## src/common/flash_sector_protection_consts.vh

```
// constants for the flash sector protection block
`ifndef FLASH_SECTOR_PROTECTION_CONSTS_VH
`define FLASH_SECTOR_PROTECTION_CONSTS_VH

// ============================================================
// command bytes
`define CMD_PREFIX0 8'h3d
`define CMD_PREFIX1 8'h2a
`define CMD_PREFIX2 8'h7f
`define CMD_PROT_ENABLE 8'ha9
`define CMD_PROT_DISABLE 8'h9a
`define CMD_MAP_ERASE 8'hcf
`define CMD_MAP_PROGRAM 8'hfc

// ============================================================
// protection map layout and values
`define MAP_RESET 32'h00000000
`define MAP_ERASED 32'hffffffff
`define MAP_BYTES 4
`define SEC0A_FIELD_HI 7
`define SEC0A_FIELD_LO 6
`define SEC0B_FIELD_HI 5
`define SEC0B_FIELD_LO 4
`define REGION_COUNT 5

// ============================================================
// timing; times in ns, cycle counts derived at 100 MHz
`define CLK_PERIOD_NS 10
`define GUARD_ASSERT_DELAY_NS 1000
`define GUARD_RELEASE_DELAY_NS 1000
`define MAP_ERASE_TIME_NS 2000000
`define MAP_PROGRAM_TIME_NS 2000000
`define GUARD_ASSERT_CYCLES (`GUARD_ASSERT_DELAY_NS / `CLK_PERIOD_NS)
`define GUARD_RELEASE_CYCLES (`GUARD_RELEASE_DELAY_NS / `CLK_PERIOD_NS)
`define MAP_ERASE_CYCLES \
	((`MAP_ERASE_TIME_NS + `CLK_PERIOD_NS - 1) / `CLK_PERIOD_NS)
`define MAP_PROGRAM_CYCLES \
	((`MAP_PROGRAM_TIME_NS + `CLK_PERIOD_NS - 1) / `CLK_PERIOD_NS)
`define TIMER_WIDTH 24
`define FILTER_WIDTH 8

`endif

```

## src/rtl/protection_map_store.v

```verilog
// four-byte protection map storage with registered read data
`timescale 1ns/10ps
`include "flash_sector_protection_consts.vh"

module protection_map_store (
	input wire clk,
	input wire srst,
	input wire we,
	input wire [31:0] wdata,
	output reg [31:0] rdata_q
);

	// ============================================================
	// storage
	// delivered map image, split into byte lanes below
	localparam [31:0] MAP_INIT = `MAP_RESET;
	reg [7:0] mem_q [0:`MAP_BYTES-1];
	genvar i;

	// each byte cell loads its lane; delivered state is all zero
	generate
		for (i = 0; i < `MAP_BYTES; i = i + 1) begin : g_byte
			always @(posedge clk) begin
				if (srst) begin
					mem_q[i] <= MAP_INIT[8*i +: 8]; // RQ15
				end else if (we) begin
					mem_q[i] <= wdata[8*i+7:8*i];
				end
			end
		end
	endgenerate

	// read port comes out of a register, one cycle behind the cells
	always @(posedge clk) begin
		if (srst) begin
			rdata_q <= `MAP_RESET;
		end else begin
			rdata_q <= {mem_q[3], mem_q[2], mem_q[1], mem_q[0]};
		end
	end

endmodule // protection_map_store

```

## src/rtl/flash_sector_protection.v

```verilog
// sector protection logic: serial command decode, guard pin, map
`timescale 1ns/10ps
`include "flash_sector_protection_consts.vh"

// Overview of operation
// RQ1 - 3D 2A 7F A9 then chip select rise sets software protection
// RQ2 - 3D 2A 7F 9A then chip select rise clears software protection
// RQ3 - disable command ignored while write guard is asserted
// RQ4 - write guard input idles deasserted (high) when not driven
// RQ5 - software protection enable is clear after reset
// RQ6 - guard asserted refuses map changes and protected sector changes
// RQ7 - asserting guard turns protection on within assert delay
// RQ8 - releasing guard drops protection after delay unless enabled
// RQ9 - enable command keeps protection on after guard release
// RQ10 - guard input filtered so short glitches are ignored
// RQ11 - four map bytes, byte n selects sector n
// RQ12 - host erases map before programming it
// RQ13 - sectors 1 to 3: FF protected, 00 unprotected
// RQ14 - sector 0: bits 7:6 guard 0a, bits 5:4 guard 0b
// RQ15 - map holds all zero in delivered state
// RQ16 - 3D 2A 7F CF starts self-timed map erase, busy meanwhile
// RQ17 - map erase accepted either way, sets every byte to FF
// RQ18 - status shows protection enabled by command or guard pin
// RQ19 - 3D 2A 7F FC plus four data bytes programs map, wraps
// RQ20 - chip erase spares protected sectors
// RQ21 - effective protection is software OR guard, blocks flagged
module flash_sector_protection #(
	parameter [`TIMER_WIDTH-1:0] MAP_ERASE_CYCLES = `MAP_ERASE_CYCLES,
	parameter [`TIMER_WIDTH-1:0] MAP_PROGRAM_CYCLES = `MAP_PROGRAM_CYCLES
) (
	input wire clk,
	input wire srst,
	input wire cs_n,
	input wire sck,
	input wire si,
	input wire guard_n,
	input wire op_req,
	input wire [1:0] op_sector,
	input wire op_sub0b,
	output reg op_done_q,
	output reg op_allow_q,
	output reg [`REGION_COUNT-1:0] erase_mask_q,
	output reg prot_enabled_q,
	output reg busy_q,
	output reg cmd_ignored_q,
	output reg [31:0] map_q
);

	// ============================================================
	// constants and helpers
	localparam [1:0] ST_IDLE = 2'd0;
	localparam [1:0] ST_ERASE = 2'd1;
	localparam [1:0] ST_PROGRAM = 2'd2;
	localparam integer ASSERT_INT = `GUARD_ASSERT_CYCLES;
	localparam integer RELEASE_INT = `GUARD_RELEASE_CYCLES;
	localparam [`FILTER_WIDTH-1:0] ASSERT_CYC =
		ASSERT_INT[`FILTER_WIDTH-1:0];
	localparam [`FILTER_WIDTH-1:0] RELEASE_CYC =
		RELEASE_INT[`FILTER_WIDTH-1:0];

	// region 0 = 0a, 1 = 0b, 2..4 = sectors 1..3
	function region_flagged;
		input [31:0] map;
		input [2:0] region;
		begin
			case (region)
				3'd0: region_flagged =
					&map[`SEC0A_FIELD_HI:`SEC0A_FIELD_LO]; // RQ14
				3'd1: region_flagged =
					&map[`SEC0B_FIELD_HI:`SEC0B_FIELD_LO]; // RQ14
				3'd2: region_flagged = |map[15:8]; // RQ13
				3'd3: region_flagged = |map[23:16]; // RQ13
				3'd4: region_flagged = |map[31:24]; // RQ13
				default: region_flagged = 1'b1;
			endcase
		end
	endfunction

	// ============================================================
	// pin synchronisers
	reg cs_n_s1_q, cs_n_s2_q, cs_n_prev_q;
	reg sck_s1_q, sck_s2_q, sck_prev_q;
	reg si_s1_q, si_s2_q;
	reg guard_n_s1_q, guard_n_s2_q;

	// two flops per pin; guard and select idle high
	always @(posedge clk) begin
		if (srst) begin
			cs_n_s1_q <= 1'b1;
			cs_n_s2_q <= 1'b1;
			cs_n_prev_q <= 1'b1;
			sck_s1_q <= 1'b0;
			sck_s2_q <= 1'b0;
			sck_prev_q <= 1'b0;
			si_s1_q <= 1'b0;
			si_s2_q <= 1'b0;
			guard_n_s1_q <= 1'b1; // RQ4
			guard_n_s2_q <= 1'b1; // RQ4
		end else begin
			cs_n_s1_q <= cs_n;
			cs_n_s2_q <= cs_n_s1_q;
			cs_n_prev_q <= cs_n_s2_q;
			sck_s1_q <= sck;
			sck_s2_q <= sck_s1_q;
			sck_prev_q <= sck_s2_q;
			si_s1_q <= si;
			si_s2_q <= si_s1_q;
			guard_n_s1_q <= guard_n;
			guard_n_s2_q <= guard_n_s1_q;
		end
	end

	wire cs_fall = cs_n_prev_q & ~cs_n_s2_q;
	wire cs_rise = ~cs_n_prev_q & cs_n_s2_q;
	// mode 0 and 3 both sample on the rising serial clock edge
	wire sck_rise = sck_s2_q & ~sck_prev_q & ~cs_n_s2_q;

	// ============================================================
	// guard filter
	reg guard_q;
	reg [`FILTER_WIDTH-1:0] filt_cnt_q;
	wire guard_raw = ~guard_n_s2_q;
	wire [`FILTER_WIDTH-1:0] filt_lim = guard_q ? RELEASE_CYC : ASSERT_CYC;

	// the level must differ for a full delay before it is taken;
	// a glitch shorter than that restarts the count
	always @(posedge clk) begin
		if (srst) begin
			guard_q <= 1'b0;
			filt_cnt_q <= {`FILTER_WIDTH{1'b0}};
		end else if (guard_raw != guard_q) begin
			if (filt_cnt_q >= filt_lim - 1'b1) begin
				guard_q <= guard_raw; // RQ7 RQ8
				filt_cnt_q <= {`FILTER_WIDTH{1'b0}};
			end else begin
				filt_cnt_q <= filt_cnt_q + 1'b1; // RQ10
			end
		end else begin
			filt_cnt_q <= {`FILTER_WIDTH{1'b0}}; // RQ10
		end
	end

	// ============================================================
	// serial command receiver
	reg [6:0] shift_q;
	reg [2:0] bit_cnt_q;
	reg [2:0] byte_cnt_q;
	reg prefix_ok_q;
	reg opc_valid_q;
	reg [7:0] opcode_q;
	reg [1:0] data_idx_q;
	reg [31:0] prog_buf_q;
	wire [7:0] rx_byte = {shift_q, si_s2_q};
	wire byte_done = sck_rise & (bit_cnt_q == 3'd7);

	// bytes shift in msb first; counts restart at each select
	always @(posedge clk) begin
		if (srst || cs_fall) begin
			shift_q <= 7'h00;
			bit_cnt_q <= 3'd0;
			byte_cnt_q <= 3'd0;
			prefix_ok_q <= 1'b0;
			opc_valid_q <= 1'b0;
			opcode_q <= 8'h00;
			data_idx_q <= 2'd0;
			prog_buf_q <= `MAP_ERASED;
		end else if (sck_rise) begin
			shift_q <= rx_byte[6:0];
			bit_cnt_q <= bit_cnt_q + 3'd1;
			if (byte_done) begin
				if (byte_cnt_q != 3'd4) begin
					byte_cnt_q <= byte_cnt_q + 3'd1;
				end
				case (byte_cnt_q)
					3'd0: prefix_ok_q <= (rx_byte == `CMD_PREFIX0);
					3'd1: prefix_ok_q <= prefix_ok_q &
						(rx_byte == `CMD_PREFIX1);
					3'd2: prefix_ok_q <= prefix_ok_q &
						(rx_byte == `CMD_PREFIX2);
					3'd3: begin
						opcode_q <= rx_byte;
						opc_valid_q <= prefix_ok_q;
					end
					default: begin
						// data bytes wrap round to location 0
						if (opc_valid_q &&
								opcode_q == `CMD_MAP_PROGRAM) begin
							prog_buf_q[8*data_idx_q +: 8] <= rx_byte; // RQ19
							data_idx_q <= data_idx_q + 2'd1; // RQ19
						end
					end
				endcase
			end
		end
	end

	// a command counts only if select rises on a byte boundary
	wire cmd_go = cs_rise & opc_valid_q & (bit_cnt_q == 3'd0);

	// ============================================================
	// protection state and self-timed map operations
	reg sw_en_q;
	reg [1:0] state_q;
	reg [`TIMER_WIDTH-1:0] timer_q;
	reg [31:0] pend_map_q;
	reg map_we_q;
	wire [31:0] map_rd;
	wire prot_active = sw_en_q | guard_q; // RQ21

	// commands are taken only when idle; a busy device ignores them
	always @(posedge clk) begin
		if (srst) begin
			sw_en_q <= 1'b0; // RQ5
			state_q <= ST_IDLE;
			timer_q <= {`TIMER_WIDTH{1'b0}};
			pend_map_q <= `MAP_RESET;
			map_we_q <= 1'b0;
			cmd_ignored_q <= 1'b0;
			busy_q <= 1'b0;
		end else begin
			map_we_q <= 1'b0;
			cmd_ignored_q <= 1'b0;
			case (state_q)
				ST_IDLE: begin
					if (cmd_go) begin
						case (opcode_q)
							`CMD_PROT_ENABLE: begin
								sw_en_q <= 1'b1; // RQ1 RQ9
							end
							`CMD_PROT_DISABLE: begin
								if (guard_q) begin
									cmd_ignored_q <= 1'b1; // RQ3
								end else begin
									sw_en_q <= 1'b0; // RQ2 RQ9
								end
							end
							`CMD_MAP_ERASE: begin
								if (guard_q) begin
									cmd_ignored_q <= 1'b1; // RQ6
								end else begin
									// accepted whatever sw_en_q holds
									pend_map_q <= `MAP_ERASED; // RQ17
									timer_q <= MAP_ERASE_CYCLES; // RQ16
									state_q <= ST_ERASE;
									busy_q <= 1'b1; // RQ16
								end
							end
							`CMD_MAP_PROGRAM: begin
								if (guard_q) begin
									cmd_ignored_q <= 1'b1; // RQ6
								end else begin
									// cells only clear bits; needs prior erase
									pend_map_q <= map_rd & prog_buf_q; // RQ12
									timer_q <= MAP_PROGRAM_CYCLES;
									state_q <= ST_PROGRAM;
									busy_q <= 1'b1;
								end
							end
							default: begin
								cmd_ignored_q <= 1'b1;
							end
						endcase
					end
				end
				ST_ERASE, ST_PROGRAM: begin
					if (timer_q <= {{(`TIMER_WIDTH-1){1'b0}}, 1'b1}) begin
						map_we_q <= 1'b1; // RQ11
						state_q <= ST_IDLE;
						busy_q <= 1'b0; // RQ16
					end else begin
						timer_q <= timer_q - 1'b1;
					end
					if (cmd_go) begin
						cmd_ignored_q <= 1'b1;
					end
				end
				default: begin
					state_q <= ST_IDLE;
					busy_q <= 1'b0;
				end
			endcase
		end
	end

	protection_map_store u_map (
		.clk(clk),
		.srst(srst),
		.we(map_we_q),
		.wdata(pend_map_q),
		.rdata_q(map_rd)
	);

	// ============================================================
	// array side checks and status
	wire [2:0] op_region = (op_sector == 2'd0) ? {2'b00, op_sub0b} :
		{1'b0, op_sector} + 3'd1;
	wire [`REGION_COUNT-1:0] region_safe;
	genvar r;

	// a region may be altered unless flagged while protection is on
	generate
		for (r = 0; r < `REGION_COUNT; r = r + 1) begin : g_region
			localparam integer RI = r;
			localparam [2:0] RID = RI[2:0];
			assign region_safe[r] = ~(prot_active &
				region_flagged(map_rd, RID)); // RQ20 RQ21
		end
	endgenerate

	// answers to the array engines and status bits, all registered
	always @(posedge clk) begin
		if (srst) begin
			op_done_q <= 1'b0;
			op_allow_q <= 1'b0;
			erase_mask_q <= {`REGION_COUNT{1'b0}};
			prot_enabled_q <= 1'b0;
			map_q <= `MAP_RESET;
		end else begin
			op_done_q <= op_req;
			op_allow_q <= op_req & ~(prot_active &
				region_flagged(map_rd, op_region)); // RQ6 RQ21
			erase_mask_q <= region_safe; // RQ20
			prot_enabled_q <= prot_active; // RQ18
			map_q <= map_rd;
		end
	end

endmodule // flash_sector_protection

```

## config.mk

```make
export PLATFORM = sky130hd
export DESIGN_NAME = flash_sector_protection
export DESIGN_NICKNAME = d
export VERILOG_FILES = /design/src/rtl/protection_map_store.v /design/src/rtl/flash_sector_protection.v
export VERILOG_INCLUDE_DIRS = /design/src /design/src/common
export SDC_FILE = /design/constraint.sdc
export NUM_CORES = 1
export LEC_CHECK = 0
export ABC_AREA = 1
export BUFFER_PORTS_ARGS = -buffer_cell sky130_fd_sc_hd__buf_2
export CAP_MARGIN = 20
export CORE_MARGIN = 2
export CORE_UTILIZATION = 24
export CTS_BUF_LIST = sky130_fd_sc_hd__clkbuf_2 sky130_fd_sc_hd__clkbuf_4 sky130_fd_sc_hd__clkbuf_8
export CTS_CLUSTER_DIAMETER = 200
export CTS_CLUSTER_SIZE = 24
export DETAILED_ROUTE_END_ITERATION = 12
export PLACE_DENSITY = 0.42
export SYNTH_ARGS = -nofsm -noshare
export SYNTH_HDL_FRONTEND = slang
export SYNTH_SLANG_ARGS = --single-unit
```

## constraint.sdc

```tcl
create_clock -name clk -period 2.9 [get_ports clk]
set_clock_uncertainty 0.2 [all_clocks]
set_input_delay 0 -clock clk [delete_from_list [all_inputs] [get_ports clk]]
set_output_delay 0 -clock clk [all_outputs]
set_load 0.02 [all_outputs]
```

==> reports/results.tsv, run 1 <==
stage	metric	value	unit
job	cap_violations	0	
setup_path	reg2reg_from	byte_cnt_q[0]$_SDFFE_PP0P_	
drt	vias	7654	
drt	wirelength	24900	um
grt	antenna_found_initial	0	
synthesis	synth_most_common_cell	nor2_1	
synthesis	yosysSeqAreaShare	0.530	
setup_path	cpPeakStageDelay	0.57	ns
setup_path	critical_path_class	input port to register	
setup_path	crit_fanout	2	
grt	grt_pass1_wl	39800	um
sta	setup_violations	0	
die	dieArea	42300	sq um
grt	grt_max_degree	68	
clocking	cts_max_path_buffers	3	
layout	regArea	5160	sq um
place	hpwl	17000	um
place	dpl-instance-area	10600	sq um
clocking	insertion_delay	0.53	ns
die	num_io_pins	52	
synthesis	synth_commonest_cells	220 x nor2_1, 210 x dfxtp_1, 176 x inv_1, 158 x nand2_1, 133 x a21oi_1	
layout	area_growth	13.4	%
synthesis	syn_area_per_cell	7.91	sq um
setup_path	path_cells	dlygate4sd3_1 -> buf_2 -> nand2_1 -> o21ai_0 -> dlygate4sd3_1 -> a21oi_1 -> o21ai_0 -> dlygate4sd3_1 -> nand4_1 -> dlygate4sd3_1 -> a21oi_1	
sta	relSlewSlack	0.460	
synthesis	synth_seq_cells	242	
sta	drv_slew	0	
worst_hold_path	hold_class	input port to register	
synthesis	ys.flop_type	dfxtp_1	
clocking	clk_pin_slew_worst_paths	0.15	ns
drt	wl_per_cell	13.7	um
synthesis	yosys_warnings	0	
synthesis	ys_async_sr_fraction	0	
drt	dr.first_iter.drc_count	369	
sta	timing.fmax	0.396	GHz
power	vdd_drop_max	239	uV
power	p_per_area	491	nW/um^2
setup_path	cp-startpoint	op_sub0b	
sta	hold_violations	0	
clocking	cts_resized	0	
synthesis	synth_edf_count	32	
synthesis	synthTopCellsByArea	dfxtp_1 43%, edfxtp_1 9.9%, nor2_1 8.5%	
setup_path	critPathCaptureType	register	
die	start_util	0.244	
drt	avgViaCountPerCell	4.22	
clocking	cts_buffers	14	
power	leakagePower	4.61	nW
layout	fillers	4327	
setup_path	r2r_setup_slack	0.53	ns
setup_path	ff2ff_path_depth	8	
clocking	cts_root_buffer	clkbuf_8	
setup_path	crit_arrival	2.77	ns
setup_path	cp-start-kind	input port	
sta	timing.setup.tns	0	ns
setup_path	worstPathRequired	3.14	ns
layout	fin_area	11100	sq um
layout	antenna_cells	0	
synthesis	netlist-cell-type-count	34	
layout	drive_above_1_share	0.0877	
die	rows	73	
sta	rsz0062_at_grt	false	
die	coreArea	39900	sq um
drt	dr.pass1.iters	4	
grt	grt_usage	0.118	
drt	drt.antenna.violating_nets	0	
clocking	numClockSinks	242	
grt	grt_pass1_vias	7435	
layout	multi_input_area	3700	sq um
place	place.gp.congestion	0.816	
setup_path	cp-endpoint	op_allow_q$_SDFF_PP0_	
grt	grt_remaining_overflow	0	
sta	min_period	2.53	ns
layout	fin_nets	1314	
synthesis	netlist_instances	1232	
synthesis	synth_top_cell_area_share	0.431	
sta	worst_pin_slew	0.809	ns
setup_path	cp_common_cell	dlygate4sd3_1	
die	die_width	206	um
synthesis	yosys.area.top_type	dfxtp_1	
setup_path	cp_slowest_cell	dlygate4sd3_1	
outcome	status	complete, no violations	
place	io_buffers	51	
setup_path	r2r-end	prog_buf_q[16]$_SDFFE_PP1P_	
clocking	cts_tree	done	
sta	fin_crit_sh	0.871	
die	die-height	206	um
drt	drc	0	
synthesis	synthesis.nets	1265	
synthesis	synth_area	9750	sq um
clocking	htreeDepth	1	
metal layers:
layer  up-vias  part of all wire  track usage  routed length, um
li1       4045                 -            -                  -
met1      3533              0.49        0.162              12300
met2        60              0.47        0.202              11700
met3        16             0.025       0.0149                633
met4         0             0.010       0.0203                248
met5         -                 0            0                  0
report_power, final:
part / switching [mW] / internal, mW / leakage, nW
Combinational: 0.152 / 0.0724 / 2.41
Clock: 1.12 / 0.611 / 0.156
Sequential: 0.0267 / 3.45 / 2.04
cells by family (layout without fill, tap and decap cells):
group | after synthesis | after routing | synth area share
and+or+nand+nor | 504 | 504 | 0.220
DFF | 242 | 242 | 0.530
buffers and inverters | 231 | 288 | 0.0910
AOI/OAI and AO/OA | 225 | 225 | 0.124
adders and majority gates | 23 | 23 | 0.0295
xor gates and xnor gates | 6 | 6 | 0.00539
other | 1 | 1 | 0.000385
stage by stage:
step / hold slack, ns / std cells / utilization / setup slack [ns] / power [mW]
after global routing: 0.0783 / 1814 / 0.277 / 0.240 / 5.69
after detailed placement: -0.00174 / 1773 / 0.265 / 0.536 / 3.77
after CTS: 0.0626 / 1814 / 0.277 / 0.412 / 5.55
after global placement: -0.00226 / 1773 / 0.265 / 0.567 / 3.77
after floorplan: -0.0962 / 1232 / - / 0.858 / 3.67
final: 0.0908 / 1814 / 0.277 / 0.374 / 5.43
final cells by class:
| cell class | count | area share |
|---|---|---|
| Inverter | 181 | 0.0615 |
| Tap cell | 525 | 0.0594 |
| Multi-Input combinational cell | 759 | 0.335 |
| Clock inverter | 1 | 0.00272 |
| Sequential cell | 242 | 0.467 |
| Clock buffer | 23 | 0.0241 |
| Timing Repair Buffer | 83 | 0.0500 |
critical path: cells and delay by family:
kind	cells	cell delay [ns]
simple gates	2	0.13
buf+inv	5	2.33
compound gates	4	0.31
sequential cells by signal, indices dropped and copies added (netlist names), 2 cells and up:
signal	cells
map_q	32
pend_map_q	32
prog_buf_q	32
u_map.mem_q	32
u_map.rdata_q	32
timer_q	24
filt_cnt_q	8
opcode_q	8
shift_q	7
erase_mask_q	5
bit_cnt_q	3
byte_cnt_q	3
data_idx_q	2
state_q	2
timing repair:
item,CTS,global route
hold buffers,17,0
buffers inserted,0,0
hold endpoints to repair,139,0
setup endpoints to repair,0,0
layout by cell type, fill, tap and decap left out, types with 3 or more instances in the layout:
cell type        n
edfxtp_1        32
a211oi_1        11
nor2_1         220
nor3_1          11
nand2_1        158
ha_1            23
o31ai_1         15
clkinv_1         3
dfxtp_1        210
buf_2           50
a21oi_1        132
xor2_1           4
o211ai_1         3
nand3_2          3
dlygate4sd3_1   17
nand3b_1         3
nand4_1         23
or2_2            7
a31oi_1          3
inv_2            3
nand2_2          4
clkbuf_8        15
nor3_2           3
clkbuf_4         8
buf_4           15
o21ai_0         58
nand3_1         66
inv_1          175
worst min-delay path by stage:
stage | depth (start not counted) | slack, ns | start | to
after floorplan | 1 | -0.1 | cs_n | cs_n_s1_q$_SDFF_PP1_
after global placement | 2 | -0.002 | guard_n | guard_n_s1_q$_SDFF_PP1_
after detailed placement | 2 | -0.002 | guard_n | guard_n_s1_q$_SDFF_PP1_
after CTS | 3 | 0.06 | srst | u_map.rdata_q[2]$_SDFF_PP0_
after global routing | 3 | 0.08 | srst | u_map.rdata_q[2]$_SDFF_PP0_
final | 3 | 0.09 | srst | map_q[1]$_SDFF_PP0_
Note: power is estimated with default switching activity, not from simulation.
==> run 2, diff against run 1 <==
==> constraint.sdc (replaced) <==
create_clock -name clk -period 3.3 [get_ports clk]
set_clock_uncertainty 0.2 [all_clocks]
set_input_delay 0 -clock clk [delete_from_list [all_inputs] [get_ports clk]]
set_output_delay 0 -clock clk [all_outputs]
set_load 0.02 [all_outputs]
==> reports/results.tsv, run 2 (same netlist as run 1, synthesis figures left out) <==
stage	metric	value	unit
setup_path	cp-start-kind	input port	
drt	wirelength	24800	um
clocking	cts_buffers	14	
drt	dr.pass1.iters	5	
grt	antenna_found_initial	0	
power	vdd_drop_max	192	uV
drt	drt.antenna.violating_nets	0	
setup_path	crit_arrival	2.76	ns
sta	fin_crit_sh	0.762	
setup_path	crit_fanout	2	
sta	hold_violations	0	
die	start_util	0.244	
place	hpwl	17000	um
drt	vias	7747	
power	leakagePower	4.58	nW
clocking	numClockSinks	242	
setup_path	cp_slowest_cell	dlygate4sd3_1	
sta	worst_pin_slew	0.939	ns
sta	min_period	2.51	ns
drt	wl_per_cell	13.7	um
sta	rsz0062_at_grt	false	
sta	setup_violations	0	
sta	timing.fmax	0.398	GHz
sta	relSlewSlack	0.374	
drt	avgViaCountPerCell	4.28	
setup_path	critical_path_class	input port to register	
layout	final_cell_mix	220 x nor2_1, 210 x dfxtp_1, 175 x inv_1, 158 x nand2_1, 132 x a21oi_1	
place	io_buffers	51	
drt	drc	0	
clocking	cts_root_buffer	clkbuf_8	
clocking	hold_buffers	15	
place	dpl-instance-area	10600	sq um
layout	antenna_cells	0	
setup_path	cp_common_cell	dlygate4sd3_1	
sta	drv_slew	0	
layout	fin_area	11000	sq um
clocking	cts_setup_buffers	0	
layout	stdcell_count	1810	
setup_path	cpPeakStageDelay	0.57	ns
sta	holdWs	0.215	ns
die	num_io_pins	52	
clocking	cts_tree	done	
grt	grt_pass1_vias	7527	
clocking	cts_max_path_buffers	3	
grt	grt_remaining_overflow	0	
grt	grt_pass1_wl	40400	um
die	die_width	206	um
layout	utilization	0.276	
clocking	cts_resized	0	
layout	area_growth	12.9	%
drt	dr.first_iter.drc_count	398	
grt	grt_max_degree	52	
setup_path	worstPathRequired	3.55	ns
setup_path	critPathCaptureType	register	
power	p_per_area	433	nW/um^2
layout	layout_commonest_cell	nor2_1	
die	coreArea	39900	sq um
grt	grt_usage	0.120	
layout	fin_nets	1310	
die	die-height	206	um
die	rows	73	
sta	timing.setup.tns	0	ns
place	dp.cells	1771	
clocking	clk_pin_slew_worst_paths	0.15	ns
clocking	insertion_delay	0.53	ns
layout	drive_above_1_share	0.0864	
job	cap_violations	0	
worst_hold_path	hold_class	register to register	
place	place.gp.congestion	0.786	
clocking	htreeDepth	1	
setup_path	path_cells	dlygate4sd3_1 -> buf_2 -> nand2_1 -> o21ai_0 -> dlygate4sd3_1 -> a21oi_1 -> o21ai_0 -> dlygate4sd3_1 -> nand4_1 -> dlygate4sd3_1 -> a21oi_1	
outcome	status	complete, no violations	
die	dieArea	42300	sq um
[run 2: area by class of cell]
cell class / instances / area [sq um]
fillers: 4366 / 28900
flip-flops and latches: 242 / 5160
multi-input cells: 759 / 3700
inverters: 181 / 679
well taps: 525 / 657
repair buffers: 79 / 505
clock buffers: 23 / 267
clock inverters: 1 / 30.0
[run 2: critical path, delay by kind of cell]
family | cells | cell delay (ns)
AO/OA/AOI/OAI | 4 | 0.31
buffers and inverters | 5 | 2.32
AND/OR/NAND/NOR | 2 | 0.12
[run 2: layer usage]
metal | track usage | part of all wire | vias to the layer above
met2 | 0.207 | 0.47 | 75
met1 | 0.160 | 0.49 | 3597
met3 | 0.0133 | 0.023 | 29
li1 | - | - | 4046
met5 | 0 | 0 | -
met4 | 0.0265 | 0.016 | 0
[run 2: final timing paths]
| kind | start | end | slack (ns) | depth (start not counted) |
|---|---|---|---|---|
| worst max-delay path | op_sub0b | op_allow_q$_SDFF_PP0_ | 0.79 | 11 |
| worst min-delay path | sck_s1_q$_SDFF_PP0_ | sck_s2_q$_SDFF_PP0_ | 0.22 | 2 |
| worst max register to register | timer_q[0]$_SDFFE_PP0P_ | timer_q[20]$_SDFFE_PP0P_ | 0.90 | 11 |
| worst min register to register | sck_s1_q$_SDFF_PP0_ | sck_s2_q$_SDFF_PP0_ | 0.22 | 2 |
[run 2: report_power, final]
| group | leakage (nW) | switching [mW] | internal [mW] |
|---|---|---|---|
| sequential | 2.04 | 0.0238 | 3.03 |
| combinational | 2.39 | 0.131 | 0.0598 |
| clock | 0.156 | 0.980 | 0.536 |
[run 2: stage by stage]
step | setup slack [ns] | power (mW)
after CTS | 0.832 | 4.87
after global routing | 0.660 | 4.99
after floorplan | 1.26 | 3.23
final | 0.787 | 4.76
after global placement | 0.891 | 3.31
after detailed placement | 0.918 | 3.31
